===== config.mk =====
export PLATFORM = sky130hd
export DESIGN_NAME = adcc_top
export DESIGN_NICKNAME = d
export VERILOG_FILES = /design/src/rtl/adcc_pkg.sv /design/src/rtl/adcc_top.sv /design/src/rtl/adcc_sar.sv
export VERILOG_INCLUDE_DIRS = /design/src /design/src/rtl
export SDC_FILE = /design/constraint.sdc
export NUM_CORES = 1
export LEC_CHECK = 0
export BUFFER_PORTS_ARGS = -buffer_cell sky130_fd_sc_hd__buf_2
export CAP_MARGIN = 25
export CORE_MARGIN = 2
export CORE_UTILIZATION = 45
export CTS_BUF_LIST = sky130_fd_sc_hd__clkbuf_4 sky130_fd_sc_hd__clkbuf_8
export CTS_CLUSTER_SIZE = 10
export DETAILED_ROUTE_END_ITERATION = 12
export GPL_TIMING_DRIVEN = 1
export PLACE_DENSITY = 0.83
export SLEW_MARGIN = 10
export SYNTH_ARGS = -nofsm -noshare
export SYNTH_HDL_FRONTEND = slang
export SYNTH_SLANG_ARGS = --single-unit

===== constraint.sdc =====
create_clock -name hclk -period 2.73 [get_ports hclk]
set_input_delay 0.546 -clock hclk [delete_from_list [all_inputs] [get_ports hclk]]
set_output_delay 0.546 -clock hclk [all_outputs]
set_load 0.03 [all_outputs]

===== src/rtl/adcc_map.svh =====
`ifndef ADCC_MAP_SVH
`define ADCC_MAP_SVH

// ---------------------------------------------------------------
// Register byte offsets
// ---------------------------------------------------------------
`define ADCC_CTRL_OFS 8'h00
`define ADCC_CFG_OFS 8'h04
`define ADCC_RHI_OFS 8'h08
`define ADCC_RLO_OFS 8'h0c

// ---------------------------------------------------------------
// Control register fields
// ---------------------------------------------------------------
`define ADCC_CTRL_BUSY 0
`define ADCC_CTRL_DONE 1
`define ADCC_CTRL_SRC_LO 2
`define ADCC_CTRL_SRC_HI 4
`define ADCC_CTRL_IE 5

// ---------------------------------------------------------------
// Configuration register fields
// ---------------------------------------------------------------
`define ADCC_CFG_LJST 0
`define ADCC_CFG_8BIT 1
`define ADCC_CFG_T2W 2
`define ADCC_CFG_DIV_LO 3
`define ADCC_CFG_DIV_HI 7

// ---------------------------------------------------------------
// Reset values
// ---------------------------------------------------------------
`define ADCC_SRC_RST 3'h0
`define ADCC_DIV_RST 5'h1f

// ---------------------------------------------------------------
// Timing
// ---------------------------------------------------------------
`define ADCC_CLK_HZ 10000000
`define ADCC_MAX_SPS 500000
`define ADCC_TRACK_TICKS 1

`endif


===== src/rtl/adcc_pkg.sv =====
package adcc_pkg;

  // Start source codes, in select-field order
  typedef enum logic [2:0] {
    ADCC_SRC_SW = 3'h0,
    ADCC_SRC_T0 = 3'h1,
    ADCC_SRC_T2 = 3'h2,
    ADCC_SRC_T1 = 3'h3,
    ADCC_SRC_EXT = 3'h4
  } adcc_src_t;

  typedef enum logic [1:0] {
    ADCC_IDLE,
    ADCC_TRACK,
    ADCC_CONV
  } adcc_state_t;

endpackage


===== src/rtl/adcc_top.sv =====
// Contract
// - Result is a 10-bit unsigned code
// - Right-justified result fills pair low
// - Left-justified result fills pair high
// - Unused result bits read zero
// - Result bytes update at conversion end
// - Eight-bit mode converts eight MSBs only
// - Eight-bit mode ignores justification select
// - Eight-bit conversion two ticks shorter
// - Conversion clock divided from system clock
// - Rate never above 500 ksps
// - Select field picks the start source
// - Software start by writing busy bit
// - Timer 0, 1 or 2 overflow starts
// - External pin rising edge starts
// - Busy bit high throughout conversion
// - Busy fall sets done, requests interrupt
// - Result valid while done flag set
// - Timer 2 width picks overflow byte
//
// The address map and the AHB-Lite slave port were left to the implementer.
`include "adcc_map.svh"
`timescale 1ns/10ps
module adcc_top
  import adcc_pkg::*;
#(
  parameter int BITS = 10,
  parameter int DIV_W = 5
) (
  // AHB-Lite slave
  input wire logic hclk,
  input wire logic hresetn,
  input wire logic hsel,
  input wire logic [7:0] haddr,
  input wire logic [1:0] htrans,
  input wire logic hwrite,
  input wire logic [2:0] hsize,
  input wire logic [31:0] hwdata,
  input wire logic hready,
  output logic hreadyout,
  output logic hresp,
  output logic [31:0] hrdata,
  // Start sources
  input wire logic t0_ovf,
  input wire logic t1_ovf,
  input wire logic t2_low_ovf,
  input wire logic t2_high_ovf,
  input wire logic ext_start_pin,
  // Converter analog side
  input wire logic cmp_in,
  output logic [BITS-1:0] dac_code,
  output logic conv_in_progress,
  // Interrupt request
  output logic conv_irq_req
);

  // ---------------------------------------------------------------
  // Timing constants
  // ---------------------------------------------------------------
  // Least hclk count per conversion that keeps the rate at the cap
  localparam int MinConvCyc =
    (`ADCC_CLK_HZ + `ADCC_MAX_SPS - 1) / `ADCC_MAX_SPS;
  // Shortest conversion in converter ticks (eight-bit mode)
  localparam int ShortTicks = `ADCC_TRACK_TICKS + BITS - 2;
  // Rounded up so an exact fit still meets the ceiling
  localparam int MinRatioI = (MinConvCyc + ShortTicks - 1) / ShortTicks;
  localparam logic [DIV_W:0] MinRatio = (DIV_W+1)'(MinRatioI);

  // ---------------------------------------------------------------
  // Registers
  // ---------------------------------------------------------------
  // Software-visible state; the busy bit lives in the engine
  logic [2:0] src_q;
  logic irq_en_q;
  logic done_q;
  logic ljst_q;
  logic mode8_q;
  logic t2_wide_q;
  logic [DIV_W-1:0] div_q;
  logic [7:0] res_hi_q;
  logic [7:0] res_lo_q;
  logic [31:0] rdata_q;

  // ---------------------------------------------------------------
  // Bus address phase capture
  // ---------------------------------------------------------------
  logic wr_pend_q;
  logic [7:0] wr_addr_q;
  logic acc;
  logic rd_acc;
  logic wr_acc;

  assign acc = hsel && hready && htrans[1];
  assign rd_acc = acc && !hwrite;
  assign wr_acc = acc && hwrite;
  // Every register answers at once, so the slave never stretches a phase
  assign hreadyout = 1'b1;
  assign hresp = 1'b0;
  assign hrdata = rdata_q;

  // The address is latched every cycle; only wr_pend_q gives it meaning
  always_ff @(posedge hclk or negedge hresetn) begin
    if (!hresetn) begin
      wr_pend_q <= 1'b0;
      wr_addr_q <= 8'h00;
    end else begin
      wr_pend_q <= wr_acc;
      wr_addr_q <= haddr;
    end
  end

  // ---------------------------------------------------------------
  // Write decode (data phase)
  // ---------------------------------------------------------------
  logic wr_ctrl;
  logic wr_cfg;
  logic [2:0] wr_src;
  logic wr_busy_one;
  logic wr_done_zero;
  logic wr_ie;
  logic wr_ljst;
  logic wr_mode8;
  logic wr_t2w;
  logic [DIV_W-1:0] wr_div;

  assign wr_ctrl = wr_pend_q && (wr_addr_q == `ADCC_CTRL_OFS);
  assign wr_cfg = wr_pend_q && (wr_addr_q == `ADCC_CFG_OFS);
  assign wr_src = hwdata[`ADCC_CTRL_SRC_HI:`ADCC_CTRL_SRC_LO];
  assign wr_busy_one = wr_ctrl && hwdata[`ADCC_CTRL_BUSY];
  assign wr_done_zero = wr_ctrl && !hwdata[`ADCC_CTRL_DONE];
  assign wr_ie = hwdata[`ADCC_CTRL_IE];
  assign wr_ljst = hwdata[`ADCC_CFG_LJST];
  assign wr_mode8 = hwdata[`ADCC_CFG_8BIT];
  assign wr_t2w = hwdata[`ADCC_CFG_T2W];
  assign wr_div = hwdata[`ADCC_CFG_DIV_HI:`ADCC_CFG_DIV_LO];

  always_ff @(posedge hclk or negedge hresetn) begin
    if (!hresetn) begin
      src_q <= `ADCC_SRC_RST;
      irq_en_q <= 1'b0;
    end else if (wr_ctrl) begin
      src_q <= wr_src;
      irq_en_q <= wr_ie;
    end
  end

  always_ff @(posedge hclk or negedge hresetn) begin
    if (!hresetn) begin
      ljst_q <= 1'b0;
      mode8_q <= 1'b0;
      t2_wide_q <= 1'b0;
      div_q <= `ADCC_DIV_RST;
    end else if (wr_cfg) begin
      ljst_q <= wr_ljst;
      mode8_q <= wr_mode8;
      t2_wide_q <= wr_t2w;
      div_q <= wr_div;
    end
  end

  // ---------------------------------------------------------------
  // Start source selection
  // ---------------------------------------------------------------
  logic ext_q;
  logic ext_rise;
  logic t2_ovf;
  logic sw_start;
  logic start_evt;
  logic start_any;
  logic start;
  logic busy;

  // Held at the pin's idle low level in reset, so no false edge follows
  always_ff @(posedge hclk or negedge hresetn) begin
    if (!hresetn) begin
      ext_q <= 1'b0;
    end else begin
      ext_q <= ext_start_pin;
    end
  end

  assign ext_rise = ext_start_pin && !ext_q;
  assign t2_ovf = t2_wide_q ? t2_high_ovf : t2_low_ovf;
  assign sw_start = wr_busy_one && (wr_src == ADCC_SRC_SW);

  always_comb begin
    case (adcc_src_t'(src_q))
      // Software starts are merged below, outside the source case
      ADCC_SRC_SW: start_evt = 1'b0;
      ADCC_SRC_T0: start_evt = t0_ovf;
      ADCC_SRC_T2: start_evt = t2_ovf;
      ADCC_SRC_T1: start_evt = t1_ovf;
      ADCC_SRC_EXT: start_evt = ext_rise;
      default: start_evt = 1'b0;
    endcase
  end

  // A software start obeys the select code written in the same word,
  // not the one held before it, so it cannot wait for the source case.
  assign start_any = start_evt || sw_start;
  assign start = start_any && !busy;

  // ---------------------------------------------------------------
  // Conversion clock divider
  // ---------------------------------------------------------------
  // The divider counts hclk so every register stays on one clock;
  // the converter only advances on the one-cycle tick.
  logic [DIV_W:0] ratio_sel;
  logic [DIV_W:0] ratio;
  logic [DIV_W:0] div_cnt_q;
  logic tick;

  assign ratio_sel = {1'b0, div_q} + (DIV_W+1)'(1);
  // A divider that would outrun the rate ceiling is clamped, not refused,
  // so software always gets a finished conversion.
  // rate cap
  assign ratio = (ratio_sel < MinRatio) ? MinRatio : ratio_sel;
  assign tick = busy && (div_cnt_q + (DIV_W+1)'(1) >= ratio);

  always_ff @(posedge hclk or negedge hresetn) begin
    if (!hresetn) begin
      div_cnt_q <= '0;
    end else if (!busy || tick) begin
      div_cnt_q <= '0;
    end else begin
      div_cnt_q <= div_cnt_q + (DIV_W+1)'(1);
    end
  end

  // ---------------------------------------------------------------
  // Successive approximation engine
  // ---------------------------------------------------------------
  logic conv_end;
  logic [BITS-1:0] code;

  adcc_sar #(
    .BITS(BITS)
  ) u_sar (
    .hclk(hclk),
    .hresetn(hresetn),
    .tick(tick),
    .start(start),
    .short_mode(mode8_q),
    .cmp_in(cmp_in),
    .dac_code(dac_code),
    .busy(busy),
    .done(conv_end),
    .code(code)
  );

  assign conv_in_progress = busy;

  // ---------------------------------------------------------------
  // Result formatting
  // ---------------------------------------------------------------
  logic [7:0] fmt_hi;
  logic [7:0] fmt_lo;
  logic [7:0] right_hi;
  logic [7:0] right_lo;
  logic [7:0] left_hi;
  logic [7:0] left_lo;
  logic [7:0] short_hi;

  assign right_hi = {6'h00, code[BITS-1 -: 2]};
  assign right_lo = code[7:0];
  assign left_hi = code[BITS-1 -: 8];
  assign left_lo = {code[1:0], 6'h00};
  assign short_hi = code[BITS-1 -: 8];
  assign fmt_hi = mode8_q ? short_hi : (ljst_q ? left_hi : right_hi);
  assign fmt_lo = mode8_q ? 8'h00 : (ljst_q ? left_lo : right_lo);

  always_ff @(posedge hclk or negedge hresetn) begin
    if (!hresetn) begin
      res_hi_q <= 8'h00;
      res_lo_q <= 8'h00;
    end else if (conv_end) begin
      res_hi_q <= fmt_hi;
      res_lo_q <= fmt_lo;
    end
  end

  // ---------------------------------------------------------------
  // Done flag and interrupt request
  // ---------------------------------------------------------------
  // A completion must not be lost to a clear written in the same cycle
  // set wins over clear
  always_ff @(posedge hclk or negedge hresetn) begin
    if (!hresetn) begin
      done_q <= 1'b0;
    end else if (conv_end) begin
      done_q <= 1'b1;
    end else if (wr_done_zero) begin
      done_q <= 1'b0;
    end
  end

  assign conv_irq_req = done_q && irq_en_q;

  // ---------------------------------------------------------------
  // Read mux
  // ---------------------------------------------------------------
  logic [31:0] ctrl_rd;
  logic [31:0] cfg_rd;
  logic [31:0] rd_mux;

  assign ctrl_rd = {26'h0, irq_en_q, src_q, done_q, busy};
  assign cfg_rd = {24'h0, div_q, t2_wide_q, mode8_q, ljst_q};

  always_comb begin
    case (haddr)
      `ADCC_CTRL_OFS: rd_mux = ctrl_rd;
      `ADCC_CFG_OFS: rd_mux = cfg_rd;
      `ADCC_RHI_OFS: rd_mux = {24'h0, res_hi_q};
      `ADCC_RLO_OFS: rd_mux = {24'h0, res_lo_q};
      // Unmapped offsets read zero
      default: rd_mux = 32'h0;
    endcase
  end

  // Read data is caught at the address phase so it comes from a flop;
  // a write in the preceding data phase is therefore not yet visible.
  always_ff @(posedge hclk or negedge hresetn) begin
    if (!hresetn) begin
      rdata_q <= 32'h0;
    end else if (rd_acc) begin
      rdata_q <= rd_mux;
    end
  end

endmodule // adcc_top


===== src/rtl/adcc_sar.sv =====
`timescale 1ns/10ps
module adcc_sar
  import adcc_pkg::*;
#(
  parameter int BITS = 10
) (
  // Clock and reset
  input wire logic hclk,
  input wire logic hresetn,
  // Control
  input wire logic tick,
  input wire logic start,
  input wire logic short_mode,
  // Analog side
  input wire logic cmp_in,
  output logic [BITS-1:0] dac_code,
  // Status
  output logic busy,
  output logic done,
  output logic [BITS-1:0] code
);

  adcc_state_t state_q, state_d;
  logic [BITS-1:0] code_q, code_d;
  logic [BITS-1:0] mask_q, mask_d;
  logic [BITS-1:0] trial;
  logic [BITS-1:0] keep;
  logic last_bit;
  logic done_q, done_d;

  // ---------------------------------------------------------------
  // Trial code per bit
  // ---------------------------------------------------------------
  for (genvar i = 0; i < BITS; i++) begin : g_bit
    assign trial[i] = code_q[i] | mask_q[i];
    assign keep[i] = mask_q[i] ? cmp_in : code_q[i];
  end

  assign last_bit = short_mode ? mask_q[2] : mask_q[0];
  assign dac_code = trial;
  assign busy = (state_q != ADCC_IDLE);
  assign done = done_q;
  assign code = code_q;

  always_comb begin
    state_d = state_q;
    code_d = code_q;
    mask_d = mask_q;
    done_d = 1'b0;
    case (state_q)
      ADCC_IDLE: begin
        if (start) begin
          state_d = ADCC_TRACK;
          code_d = '0;
          mask_d = {1'b1, {(BITS-1){1'b0}}};
        end
      end
      ADCC_TRACK: begin
        if (tick) begin
          state_d = ADCC_CONV;
        end
      end
      ADCC_CONV: begin
        if (tick) begin
          code_d = keep;
          mask_d = mask_q >> 1;
          if (last_bit) begin
            state_d = ADCC_IDLE;
            done_d = 1'b1;
          end
        end
      end
      default: begin
        state_d = ADCC_IDLE;
      end
    endcase
  end

  always_ff @(posedge hclk or negedge hresetn) begin
    if (!hresetn) begin
      state_q <= ADCC_IDLE;
      code_q <= '0;
      mask_q <= '0;
      done_q <= 1'b0;
    end else begin
      state_q <= state_d;
      code_q <= code_d;
      mask_q <= mask_d;
      done_q <= done_d;
    end
  end

endmodule // adcc_sar


## Word-level counts from Yosys, hierarchy flattened

Index checks and enable logic that the tools add are counted.

- Bits in registers: 100
- Bits in latches: 0
- RAM bits: 0
- Bits in read-only memories: 0
- Input bits: 56
- Output and inout port bits: 46
- Word-level logic and storage cells: 139
- Memories: 0

- Add/subtract/negate cells: 2
- Multiply operators: 0
- Divide/modulo/power cells: 0
- Order comparisons: 2
- Equal/unequal tests: 24
- Shifts and indexed selects: 0
- Multiplexer cells: 36
- Bitwise gates (word level): 10
- Reduce and logical (&&, ||, !) cells: 38

Operators with widths:

| operator | count |
|---|---|
| $reduce_and 4->1 | 11 |
| $mux 10 | 4 |
| $pmux 10 s2 | 2 |
| $mux 8 | 4 |
| $pmux 8 s4 | 1 |
| $ne 2x1->1 const B | 11 |
| $mux 1 | 17 |
| $eq 8x3->1 const B | 2 |
| $eq 8x4->1 const B | 2 |
| $logic_not 8->1 | 2 |
| $logic_and 1x1->1 | 13 |
| $mux 6 | 2 |
| $or 1x1->1 | 10 |
| $mux 2 | 4 |
| $add 5x1->6 const B | 1 |
| $add 6x1->6 const B | 1 |
| $eq 3x2->1 const B | 2 |
| $ge 6x6->1 | 1 |
| $lt 6x2->1 const B | 1 |
| $ne 2x2->1 const B | 3 |
| $pmux 2 s3 | 1 |
| $reduce_bool 2->1 | 3 |
| $logic_not 1->1 | 4 |
| $pmux 1 s4 | 1 |
| 8 further kinds | 9 |

## Depth between registers and ports, before layout

Gate-level depths: netlist (run 1).

- Depth after elaboration: 8
- Gate-level depth with buffers: 12

## Cells and area by module

A second synthesis (run 1) with hierarchy kept.

- Cell total of the unflattened synthesis: 344
- Area total of the unflattened synthesis: 3893.7 um^2

By module, submodules not included:

| module | times used | cells each | area each (um^2) | sequential area each (um^2) |
|---|---|---|---|---|
| adcc_top | 1 | 249 | 2725.1 | 1332.5 |
| adcc_sar | 1 | 95 | 1168.6 | 575.6 |

## Least setup slack after synthesis (run 1)

Ideal clock, no wire load.

- Kind: register to register
- From: register div_q[0]
- To: register u_sar.mask_q[0]
- Library setup time: 0.121 ns
- Data arrival time: 2.535 ns
- Required time: 2.609 ns
- Slack: 0.074 ns
- Stages on the path, launching flop included: 13
- Path buffers: 1
- Clock period less this slack: 2.656 ns
- Path through: dfstp_2 ha_1 nand3_1 xor2_1 nand4_1 o21a_1 ha_1 a21o_1 a31oi_1 o21ai_0 and2_1 clkbuf_1 a22o_1

- Longest elaborated chain between the ends: 7

RTL lines:

| element | RTL line | RTL |
|---|---|---|
| from (decl) | adcc_top.sv:79 | `logic [DIV_W-1:0] div_q;` |
| from (signal assigned) | adcc_top.sv:152 | `` div_q <= `ADCC_DIV_RST; `` |
| from (signal assigned) | adcc_top.sv:157 | `div_q <= wr_div;` |
| $add 5x1->6 * | adcc_top.sv:213 | `assign ratio_sel = {1'b0, div_q} + (DIV_W+1)'(1);` |
| $lt 6x2->1 | adcc_top.sv:217 | `assign ratio = (ratio_sel < MinRatio) ? MinRatio : ratio_sel;` |
| $mux 6 * | adcc_top.sv:217 |  |
| $ge 6x6->1 * | adcc_top.sv:218 | `assign tick = busy && (div_cnt_q + (DIV_W+1)'(1) >= ratio);` |
| $logic_and 1x1->1 * | adcc_top.sv:218 |  |
| $ne 2x2->1 (no source line) * | -- |  |
| $reduce_and 3->1 (no source line) * | -- |  |
| to (signal assigned) | adcc_sar.sv:88 | `mask_q <= mask_d;` |
| to (decl) | adcc_sar.sv:25 | `logic [BITS-1:0] mask_q, mask_d;` |

Mark *: on every way between the ends. The rest lies on a longest branch, timed or not.
A chain may end at the register's enable or synchronous reset.

## Worst setup path in the final report (run 1)

- From: register div_q[0]
- To: register u_sar.code_q[6] (netlist: u_sar.code[6])

- Longest elaborated chain between the ends: 7

RTL lines:

| element | RTL line | RTL |
|---|---|---|
| $add 5x1->6 * | adcc_top.sv:213 |  |
| $lt 6x2->1 | adcc_top.sv:217 |  |
| $mux 6 * | adcc_top.sv:217 |  |
| $ge 6x6->1 * | adcc_top.sv:218 |  |
| $logic_and 1x1->1 * | adcc_top.sv:218 |  |
| $ne 2x2->1 (no source line) * | -- |  |
| $reduce_and 4->1 (no source line) * | -- |  |
| to (signal assigned) | adcc_sar.sv:87 | `code_q <= code_d;` |
| to (decl) | adcc_sar.sv:24 | `logic [BITS-1:0] code_q, code_d;` |

Marked as above.

==> results of run 1 <==
-- per-layer routing --
| layer | global-route usage (%) | wire, um | vias to the layer above |
|---|---|---|---|
| met3 | 4.532 | 463 | 6 |
| met5 | 0 | 0 | - |
| met1 | 25.14 | 3698 | 1374 |
| met2 | 29.50 | 4111 | 92 |
| li1 | - | - | 1318 |
| met4 | 4.915 | 49 | 0 |
-- cell usage after synthesis, types with 8 or more instances --
library cell / count
and3_1: 8
nor2_1: 11
a22o_1: 10
nand2_1: 19
dfrtp_1: 71
mux2_2: 16
inv_1: 29
mux2i_1: 12
o22ai_1: 9
a21oi_1: 13
o21ai_0: 16
nand3_1: 14
or2_2: 10
clkbuf_1: 8
ha_1: 9
buf_4: 27
-- worst max-delay path, stage by stage, from the launching register on --
cell and delay [ns]:
dfstp_2 0.57, buf_6 0.12, nand3_2 0.10, xor2_2 0.19, nand4_1 0.12, o21a_1 0.21, ha_1 0.31, a31oi_4 0.12
o21ai_4 0.22, buf_6 0.18, nand3_2 0.10, mux2_4 0.31
-- power by group --
group          leakage, nW  switching [mW]  internal, mW
clock                0.100           0.424         0.427
combinational         1.13           0.543         0.386
sequential            1.00          0.0989          1.21
-- cells by family after synthesis --
logic type	count (synthesis)	share of synthesized area (%)
buffers and inverters	68	9.725
xor gates and xnor gates	7	1.563
other	2	0.1914
DFF	76	48.63
and+or+nand+nor	95	14.64
muxes	36	10.91
AOI/OAI and AO/OA	67	11.48
adders and majority gates	9	2.870
-- placed cells by master (no fill, tap or decap), types with 3 or more instances in the layout --
cell type and instances:
o21ai_0 14, nand2b_1 5, nand3_2 10, nand3_1 9
and3_1 8, o22ai_1 9, mux2i_1 12, dfstp_2 5
dfrtp_1 71, nor2_1 10, a221oi_1 5, clkbuf_8 9
or2_2 10, inv_1 29, xnor2_1 4, buf_4 9
buf_6 3, nand2_1 19, conb_1 26, ha_1 8
mux2_2 13, nor2b_1 4, mux2_4 10, buf_2 47
a21o_1 3, a21oi_1 12, a22o_1 10
-- path summary, 6_finish.rpt --
path,startpoint,endpoint,depth (start not counted)
max,div_q[0]$_DFFE_PN1P_,u_sar.code[6]$_DFFE_PN0P_,11
min,hresetn,u_sar.mask_q[3]$_DFFE_PN0P_,2
max reg2reg,div_q[0]$_DFFE_PN1P_,u_sar.code[6]$_DFFE_PN0P_,11
min reg2reg,hrdata[4]$_DFFE_PN0P_,hrdata[4]$_DFFE_PN0P_,2
max in group asynchronous,hresetn,div_q[4]$_DFFE_PN1P_,2
min in group hclk,haddr[5],wr_addr_q[5]$_DFF_PN0_,1
-- sequential cells by signal, summed over array words and instances (netlist names), 2 cells and up --
name,flops
div_cnt_q,6
div_q,5
hrdata,8
res_hi_q,8
res_lo_q,8
src_q,3
u_sar.code,10
u_sar.mask_q,10
u_sar.state_q,2
wr_addr_q,8
-- area by class of cell --
| cell class | count | area share, % |
|---|---|---|
| sequential | 76 | 41.99 |
| clock buffer | 9 | 2.726 |
| tap | 108 | 2.974 |
| inverter | 29 | 2.395 |
| multi-input combinational | 240 | 40.45 |
| clock inverter | 7 | 1.624 |
| timing repair buffer | 60 | 7.847 |
-- repair_timing --
item,CTS,global route
resized for setup,10,20
gates cloned,1,0
hold buffers,0,0
endpoints found under the setup margin,21,22
pin swaps,3,7
buffers inserted,3,1
-- through the flow --
step / utilization, % / power, mW / TNS, ns
6_report: 52.88 / 3.084 / 0
5_1_grt: 52.88 / 3.249 / -0.008074
4_1_cts: 51.65 / 3.036 / 0
3_5_place_dp: 48.69 / 2.118 / -1.155
3_3_place_gp: 48.69 / 2.083 / -0.09424
2_1_floorplan: - / 1.937 / 0
==> flow_summary.json, run 1 <==
{
  "vias": 2790,
  "core-area_um2": 8593,
  "synth_top_area_share_pct": 45.28,
  "synthCells": 360,
  "finalMaxSlewViolations": 0,
  "status": "complete, no violations",
  "die_y_um": 97.38,
  "period_share_pct": 97.09,
  "yosysUniqueCellTypes": 52,
  "placed_cell_area_um2": 4184,
  "ioPinCount": 102,
  "worstPathArrival_ns": 2.89,
  "dp_hpwl_um": 5721,
  "firstDrtPassIters": 6,
  "die_width_um": 97.38,
  "port_buffers": 47,
  "cp-start-kind": "flip-flop",
  "synth_edf_count": 0,
  "syn_area_per_cell_um2": 10.90,
  "synth.area.top_cells": "dfrtp_1 (45%), buf_4 (5.2%), mux2_2 (4.6%)",
  "postRouteWirelength_um": 8324,
  "power.leakage_nw": 2.233,
  "insertion_delay_ns": 0.35,
  "whs_ns": 0.2229,
  "clock_skew_ns": 0.01088,
  "syn_area_um2": 3924,
  "vdd_ir_drop_max_uv": 441.3,
  "maxCapViolCount": 0,
  "multi_input_area_um2": 1838,
  "grt_max_degree": 77,
  "clock.fmax_mhz": 377.3,
  "pre_cts_slack_ns": -0.09672,
  "antenna_found_initial": 0,
  "yosys_warnings": 0,
  "critPathCaptureType": "flip-flop",
  "cts_made_buffers": 9,
  "final_nets": 481,
  "globalplace.congestion": 0.8508,
  "clk_pin_slew_ns": 0.08,
  "hold_viol_final": 0,
  "final_cells": 529,
  "die_area_um2": 9483,
  "row_count": 34,
  "drtAntennaViolNets": 0,
  "seq_area_frac_synth_pct": 48.63,
  "required_ns": 2.97,
  "ys.flop_type": "dfrtp_1",
  "drt_iter0_markers": 180,
  "cts-root-buf": "clkbuf_8",
  "grt_pass1_vias": 2812,
  "overflow": 0,
  "slew_headroom_pct": 41.69,
  "critical_path.max_fanout": 6,
  "grt_usage_pct": 18.39,
  "tightest_slew_ns": 0.8715,
  "drive_above_1_share_pct": 33.02,
  "clockBufferDepth": 2,
  "path_class": "flip-flop to flip-flop",
  "drc": 0,
  "clock-sinks": 76,
  "antennaDiodeCount": 0,
  "fin_crit_ns": 2.651,
  "synthArstFlopShare_pct": 100.0,
  "post-place-cells": 508,
  "ys_ff_latch": 76,
  "htreeDepth": 3,
  "route.detailed.wl_per_inst_um": 15.74,
  "via_per_inst": 5.274,
  "grt_pass1_wl_um": 14010,
  "finalSetupViolations": 0,
  "fin_ws_ns": 0.07940,
  "regArea_um2": 1908,
  "p_per_area_nw_per_um2": 678.7,
  "yosys.area.top_type": "dfrtp_1",
  "start_util_pct": 45.66,
  "stdcell_area_um2": 4544,
  "fill_cells": 736,
  "cts_tree": "done",
  "hp-class": "input pin to asynchronous set/reset pin",
  "rrSetupSlack_ns": 0.08,
  "area_growth_pct": 15.82
}
(Power assumes the default switching activity.)
==> run 2: changes to the inputs <==
--- a/config.mk
+++ b/config.mk
@@ -6,6 +6,7 @@
 export SDC_FILE = /design/constraint.sdc
 export NUM_CORES = 1
 export LEC_CHECK = 0
+export ABC_CLOCK_PERIOD_IN_PS = 2730
 export BUFFER_PORTS_ARGS = -buffer_cell sky130_fd_sc_hd__buf_2
 export CAP_MARGIN = 25
 export CORE_MARGIN = 2
==> constraint.sdc (replaced) <==
create_clock -name hclk -period 2.73 [get_ports hclk]
set_input_delay 0.1365 -clock hclk [delete_from_list [all_inputs] [get_ports hclk]]
set_output_delay 0.1365 -clock hclk [all_outputs]
set_load 0.03 [all_outputs]
==> run 2 against run 1 <==
Net effect:
- the run now ends with setup timing left
- maximum frequency fell by 5.2%
- clock power rose by 2%
- design area rose by 2.4%
- critical path type unchanged
- largest cell class unchanged
- highest routed layer unchanged
==> flow_summary.json, run 2 (synthesized netlist as in run 1, its figures left out) <==
{
  "htreeDepth": 3,
  "critical_path.max_fanout": 6,
  "critPathCaptureType": "flip-flop",
  "maxCapViolCount": 0,
  "drtAntennaViolNets": 0,
  "row_count": 34,
  "finalMaxSlewViolations": 0,
  "antenna_found_initial": 0,
  "clk_pin_slew_ns": 0.08,
  "cts_made_buffers": 9,
  "placed_cell_area_um2": 4192,
  "dp_hpwl_um": 5900,
  "clock.fmax_mhz": 357.8,
  "p_per_area_nw_per_um2": 682.7,
  "die_area_um2": 9483,
  "route.detailed.wl_per_inst_um": 16.20,
  "area_growth_pct": 18.59,
  "drc": 0,
  "drive_above_1_share_pct": 31.63,
  "share_comb_of_total_power_pct": 31.6,
  "clock-sinks": 76,
  "postRouteWirelength_um": 8717,
  "critPathTopFamily": "compound AO/OA/AOI/OAI gates",
  "core-area_um2": 8593,
  "status": "finished with violations",
  "cts_tree": "done",
  "port_buffers": 47,
  "firstDrtPassIters": 4,
  "layout_commonest_cell": "dfrtp_1",
  "path_class": "flip-flop to flip-flop",
  "overflow": 0,
  "grt_setup_unrepaired": "true",
  "finalSetupViolations": 19,
  "hold_viol_final": 0,
  "max_stage_delay_ns": 0.58,
  "grt_pass1_vias": 2936,
  "power.internal_mw": 2.050,
  "clockBufferDepth": 2,
  "worst-path-buf-inv": 1,
  "crit_top_cell": "ha_4",
  "globalplace.congestion": 0.8564,
  "path_cells": "ha_4, nand3_4, xor2_2, nand4_1, o21a_1, ha_4, a21o_1, a31oi_4, o21ai_4, buf_6, nand3_2, mux2_4",
  "cts-root-buf": "clkbuf_8",
  "hp-class": "input pin to flip-flop",
  "die_y_um": 97.38,
  "worstPathArrival_ns": 3.04,
  "power.leakage_nw": 2.256,
  "p_clk_share_pct": 27.3,
  "stdcell_area_um2": 4653,
  "vdd_ir_drop_max_uv": 536.4,
  "switching_power_mw": 1.126,
  "vias": 2843,
  "drt_iter0_markers": 216,
  "clock_skew_ns": 0.009584,
  "netSwitchingFraction_pct": 35.45,
  "timing.setup.tns_ns": -0.7945,
  "via_per_inst": 5.284,
  "cp-start-kind": "flip-flop",
  "critPathSlowestCell": "dfstp_2",
  "required_ns": 2.98,
  "p_seq_share_pct": 41.1,
  "slew_headroom_pct": 43.10,
  "ioPinCount": 102,
  "grt_pass1_wl_um": 14110,
  "die_width_um": 97.38,
  "insertion_delay_ns": 0.37,
  "grt_usage_pct": 18.55,
  "violations": "setup timing",
  "final_cell_mix": "dfrtp_1 (71), buf_2 (47), inv_1 (29)",
  "antennaDiodeCount": 0,
  "final_nets": 490,
  "start_util_pct": 45.66,
  "period_share_pct": 102.4,
  "fin_crit_ns": 2.795,
  "grt_max_degree": 61,
  "fin_ws_ns": -0.06485,
  "tightest_slew_ns": 0.8504
}
## run 2: cell types whose count changed in the layout (fill, tap and decap cells not counted), sizes merged
cell,delta
clkinv,-1
dlygate4sd3,+10
inv,-2
buf,-1
clkinvlp,+3
## run 2: repair_timing
item | 4_1_cts | 5_1_grt
hold endpoints to repair | 24 | 1
pin swaps | 2 | 6
hold buffers | 9 | 1
endpoints found under the setup margin | 21 | 22
resized for setup | 11 | 18
buffers inserted | 2 | 0
cloned | 1 | 0
## run 2: final cells by class
cell class              count  area (um2)
fillers                   726        3940
flip-flops and latches     76        1908
multi-input cells         240        1854
repair buffers             69       445.4
well taps                 108       135.1
clock buffers               9       123.9
inverters                  29       108.9
clock inverters             7       77.57
## run 2: power groups by stage
stage               clock, mW  combinational [mW]  sequential (mW)
floorplan                   0               0.653             1.28
global placement            0               0.766             1.32
detailed placement          0               0.809             1.32
CTS                     0.876               0.890             1.30
global route            0.926                1.08             1.32
finish                  0.867                1.00             1.30
## run 2: stage by stage
stage          setup slack, ns  hold slack (ns)  util [%]  power [mW]  instances
6_report              -0.06485          0.01345     54.15       3.177        538
2_1_floorplan          0.07403          -0.1591         -       1.937        384
4_1_cts                0.01587         0.006932     52.85       3.067        537
3_3_place_gp          -0.01468          0.07200     48.78       2.083        509
3_5_place_dp           -0.2186          0.09044     48.78       2.130        509
5_1_grt                -0.1458         0.008632     54.15       3.323        538
## run 2: path summary, 6_finish.rpt
| path | slack (ns) | cells past startpoint | end | start |
|---|---|---|---|---|
| worst min-delay path | 0.01 | 2 | div_q[3]$_DFFE_PN1P_ | hwdata[6] |
| worst max-delay path | -0.06 | 12 | u_sar.code[0]$_DFFE_PN0P_ | div_q[1]$_DFFE_PN1P_ |
| min in group asynchronous | 0.23 | 2 | hrdata[3]$_DFFE_PN0P_ | hresetn |
| max in group asynchronous | 1.81 | 3 | div_q[0]$_DFFE_PN1P_ | hresetn |
| worst min register to register | 0.49 | 2 | hrdata[5]$_DFFE_PN0P_ | hrdata[5]$_DFFE_PN0P_ |
| worst max register to register | -0.06 | 12 | u_sar.code[0]$_DFFE_PN0P_ | div_q[1]$_DFFE_PN1P_ |
## run 2: layer usage
metal  routed length (um)  up-vias  global-route usage (%)
met4                  111        0                   5.021
met1                 3776     1397                   24.66
met5                    0        -                       0
met2                 4359       99                   29.87
met3                  470       10                   5.468
li1                     -     1337                       -
==> run 3: changes to the inputs <==
--- a/config.mk
+++ b/config.mk
@@ -16,7 +16,9 @@
 export DETAILED_ROUTE_END_ITERATION = 12
 export GPL_TIMING_DRIVEN = 1
 export PLACE_DENSITY = 0.83
+export REMOVE_ABC_BUFFERS = 1
 export SLEW_MARGIN = 10
 export SYNTH_ARGS = -nofsm -noshare
 export SYNTH_HDL_FRONTEND = slang
+export SYNTH_HIERARCHICAL = 1
 export SYNTH_SLANG_ARGS = --single-unit
==> run 3 against run 2 <==
Net effect:
- the flow finishes with violations (hold timing, setup timing)
- area after synthesis down 0.77%
- utilization up 2.5 points
- worst hold slack worse by 0.022 ns
- design area up 1.0%
- power down 4.3%
- sequential cell count unchanged
- global-route usage up 0.51 points
- largest power group unchanged
==> flow_summary.json, run 3 <==
{
  "status": "finished with violations",
  "violations": "hold timing, setup timing",
  "clk_pin_slew_ns": 0.09,
  "vias": 2748,
  "area_growth_pct": 20.69,
  "period_share_pct": 104.8,
  "fin_ws_ns": -0.1323,
  "route.detailed.wl_per_inst_um": 16.37,
  "grt_usage_pct": 19.07,
  "cts_tree": "done",
  "insertion_delay_ns": 0.36,
  "die_y_um": 97.02,
  "final_cell_mix": "dfrtp_1 (71), buf_2 (47), inv_1 (26), conb_1 (26), nand2_1 (20)",
  "seq_area_frac_synth_pct": 49.00,
  "drc": 0,
  "yosys.area.top_type": "dfrtp_1",
  "finalMaxSlewViolations": 0,
  "final_nets": 479,
  "grt_pass1_wl_um": 14300,
  "final_cells": 524,
  "synth_top_area_share_pct": 45.63,
  "power.leakage_nw": 2.232,
  "grt_setup_unrepaired": "true",
  "fin_crit_ns": 2.862,
  "crit_start": "div_q[0]$_DFFE_PN1P_",
  "layout_commonest_cell": "dfrtp_1",
  "synth_most_common_cell": "dfrtp_1",
  "synth_compound_area_share_pct": 8.419,
  "overflow": 0,
  "synth_simple_gate_area_share_pct": 15.49,
  "post-place-cells": 496,
  "r2r-end": "u_sar/code[9]$_DFFE_PN0P_",
  "hold_viol_final": 3,
  "maxCapViolCount": 0,
  "cts-root-buf": "clkbuf_8",
  "die_width_um": 97.02,
  "slew_headroom_pct": 36.69,
  "grt_max_degree": 77,
  "reg2reg_depth": 14,
  "yosys_warnings": 6,
  "synth_fa_ha_area_share_pct": 2.892,
  "muxShareOfSynthArea_pct": 13.14,
  "syn_area_um2": 3894,
  "row_count": 33,
  "synth_common_cells": "dfrtp_1 (71), buf_4 (26), inv_1 (26)",
  "syn_area_per_cell_um2": 11.32,
  "drt_iter0_markers": 194,
  "core-area_um2": 8299,
  "synthCells": 344,
  "grt_pass1_vias": 2927,
  "finalSetupViolations": 19,
  "via_per_inst": 5.244,
  "ys_ff_latch": 76,
  "tightest_slew_ns": 0.9496,
  "synth_edf_count": 0,
  "timing.rr.start": "div_q[0]$_DFFE_PN1P_",
  "hp-class": "input pin to asynchronous set/reset pin",
  "drive_above_1_share_pct": 37.23,
  "clock.fmax_mhz": 349.4,
  "postRouteWirelength_um": 8577,
  "yosysUniqueCellTypes": 51,
  "worstSetupEndpoint": "u_sar/code[9]$_DFFE_PN0P_",
  "p_total_mw": 3.039,
  "clock_skew_ns": 0.009872,
  "synth_top_family_by_area": "simple AND/OR/NAND/NOR gates",
  "stdcell_area_um2": 4700,
  "critPathCaptureType": "flip-flop",
  "htreeDepth": 3,
  "antennaDiodeCount": 0,
  "p_per_area_nw_per_um2": 646.6,
  "ys.flop_type": "dfrtp_1",
  "globalplace.congestion": 0.8155,
  "timing.setup.tns_ns": -1.513,
  "cts_made_buffers": 9,
  "worstPathArrival_ns": 3.11,
  "final_core_util_pct": 56.63,
  "rrSetupSlack_ns": -0.13,
  "critical_path.max_fanout": 7,
  "die_area_um2": 9413,
  "ioPinCount": 102,
  "clock-sinks": 76,
  "path_class": "flip-flop to flip-flop",
  "whs_ns": -0.009021,
  "dp_hpwl_um": 5964,
  "yosys.area_share.xor_xnor_pct": 1.575,
  "vdd_ir_drop_max_uv": 493.1,
  "required_ns": 2.98,
  "synthArstFlopShare_pct": 100.0,
  "placed_cell_area_um2": 4207,
  "pre_cts_slack_ns": -0.2897,
  "cp-start-kind": "flip-flop",
  "start_util_pct": 46.92,
  "port_buffers": 47,
  "drtAntennaViolNets": 0,
  "antenna_found_initial": 0,
  "synth.area.top_cells": "dfrtp_1 (46%), buf_4 (5.0%), mux2_4 (3.9%)",
  "clockBufferDepth": 2,
  "firstDrtPassIters": 4
}
==> run 3: how the worst min path moves through the flow <==
stage,start,end,cells past startpoint
final,hresetn,u_sar/code[3]$_DFFE_PN0P_,2
after global routing,haddr[3],wr_addr_q[3]$_DFF_PN0_,1
after CTS,hwdata[6],div_q[3]$_DFFE_PN1P_,2
after detailed placement,haddr[7],wr_addr_q[7]$_DFF_PN0_,1
after global placement,haddr[6],wr_addr_q[6]$_DFF_PN0_,1
after floorplan,hresetn,div_cnt_q[0]$_DFF_PN0_,0
==> run 3: timing repair <==
action	CTS	global route
pin swaps	16	7
hold buffers	8	0
gates cloned	2	0
endpoints found under the hold margin	8	0
buffers inserted	4	0
gates resized for setup	26	10
endpoints found under the setup margin	19	20
==> run 3: where the power goes <==
part,leakage (nW),internal [mW],switching [mW],total (mW)
logic,1.14,0.370,0.537,0.907
registers,1.00,1.21,0.104,1.31
clock network,0.0931,0.350,0.472,0.822
total,2.23,1.93,1.11,3.04
==> run 3: final cells by class <==
type                       count  area [um2]
fill                         667        3600
clock buffer                   9       123.9
clock inverter                 7       62.56
tap                          105       131.4
multi-input combinational    228        1906
inverter                      26       97.59
timing repair buffer          73       470.5
sequential                    76        1908
==> run 3: critical path, stage by stage (launching register included) <==
cell	delay, ns
dfstp_2	0.59
ha_4	0.16
nand3_4	0.08
xor2_4	0.17
nand4_1	0.14
nand2_1	0.12
ha_1	0.23
nand2b_4	0.14
a21oi_2	0.14
o21ai_1	0.07
and2_4	0.17
mux2i_4	0.19
buf_12	0.18
nor3_4	0.04
mux2_4	0.30
==> run 3: kinds of logic (layout without fill, tap and decap cells) <==
group,after synthesis,count (layout)
buffers and inverters,66,115
AOI/OAI and AO/OA,49,49
muxes,37,37
DFF,76,76
adders and majority gates,9,9
other,2,26
and+or+nand+nor,98,100
xor gates and xnor gates,7,7
==> run 3: routing by layer <==
layer	routed length (um)	vias to the layer above	part of all wire [%]	global-route usage, %
met2	4348	88	51	31.84
met3	488	13	5.7	5.925
met5	0	-	0	0
li1	-	1287	-	-
met1	3634	1360	42	24.32
met4	106	0	1.2	4.659
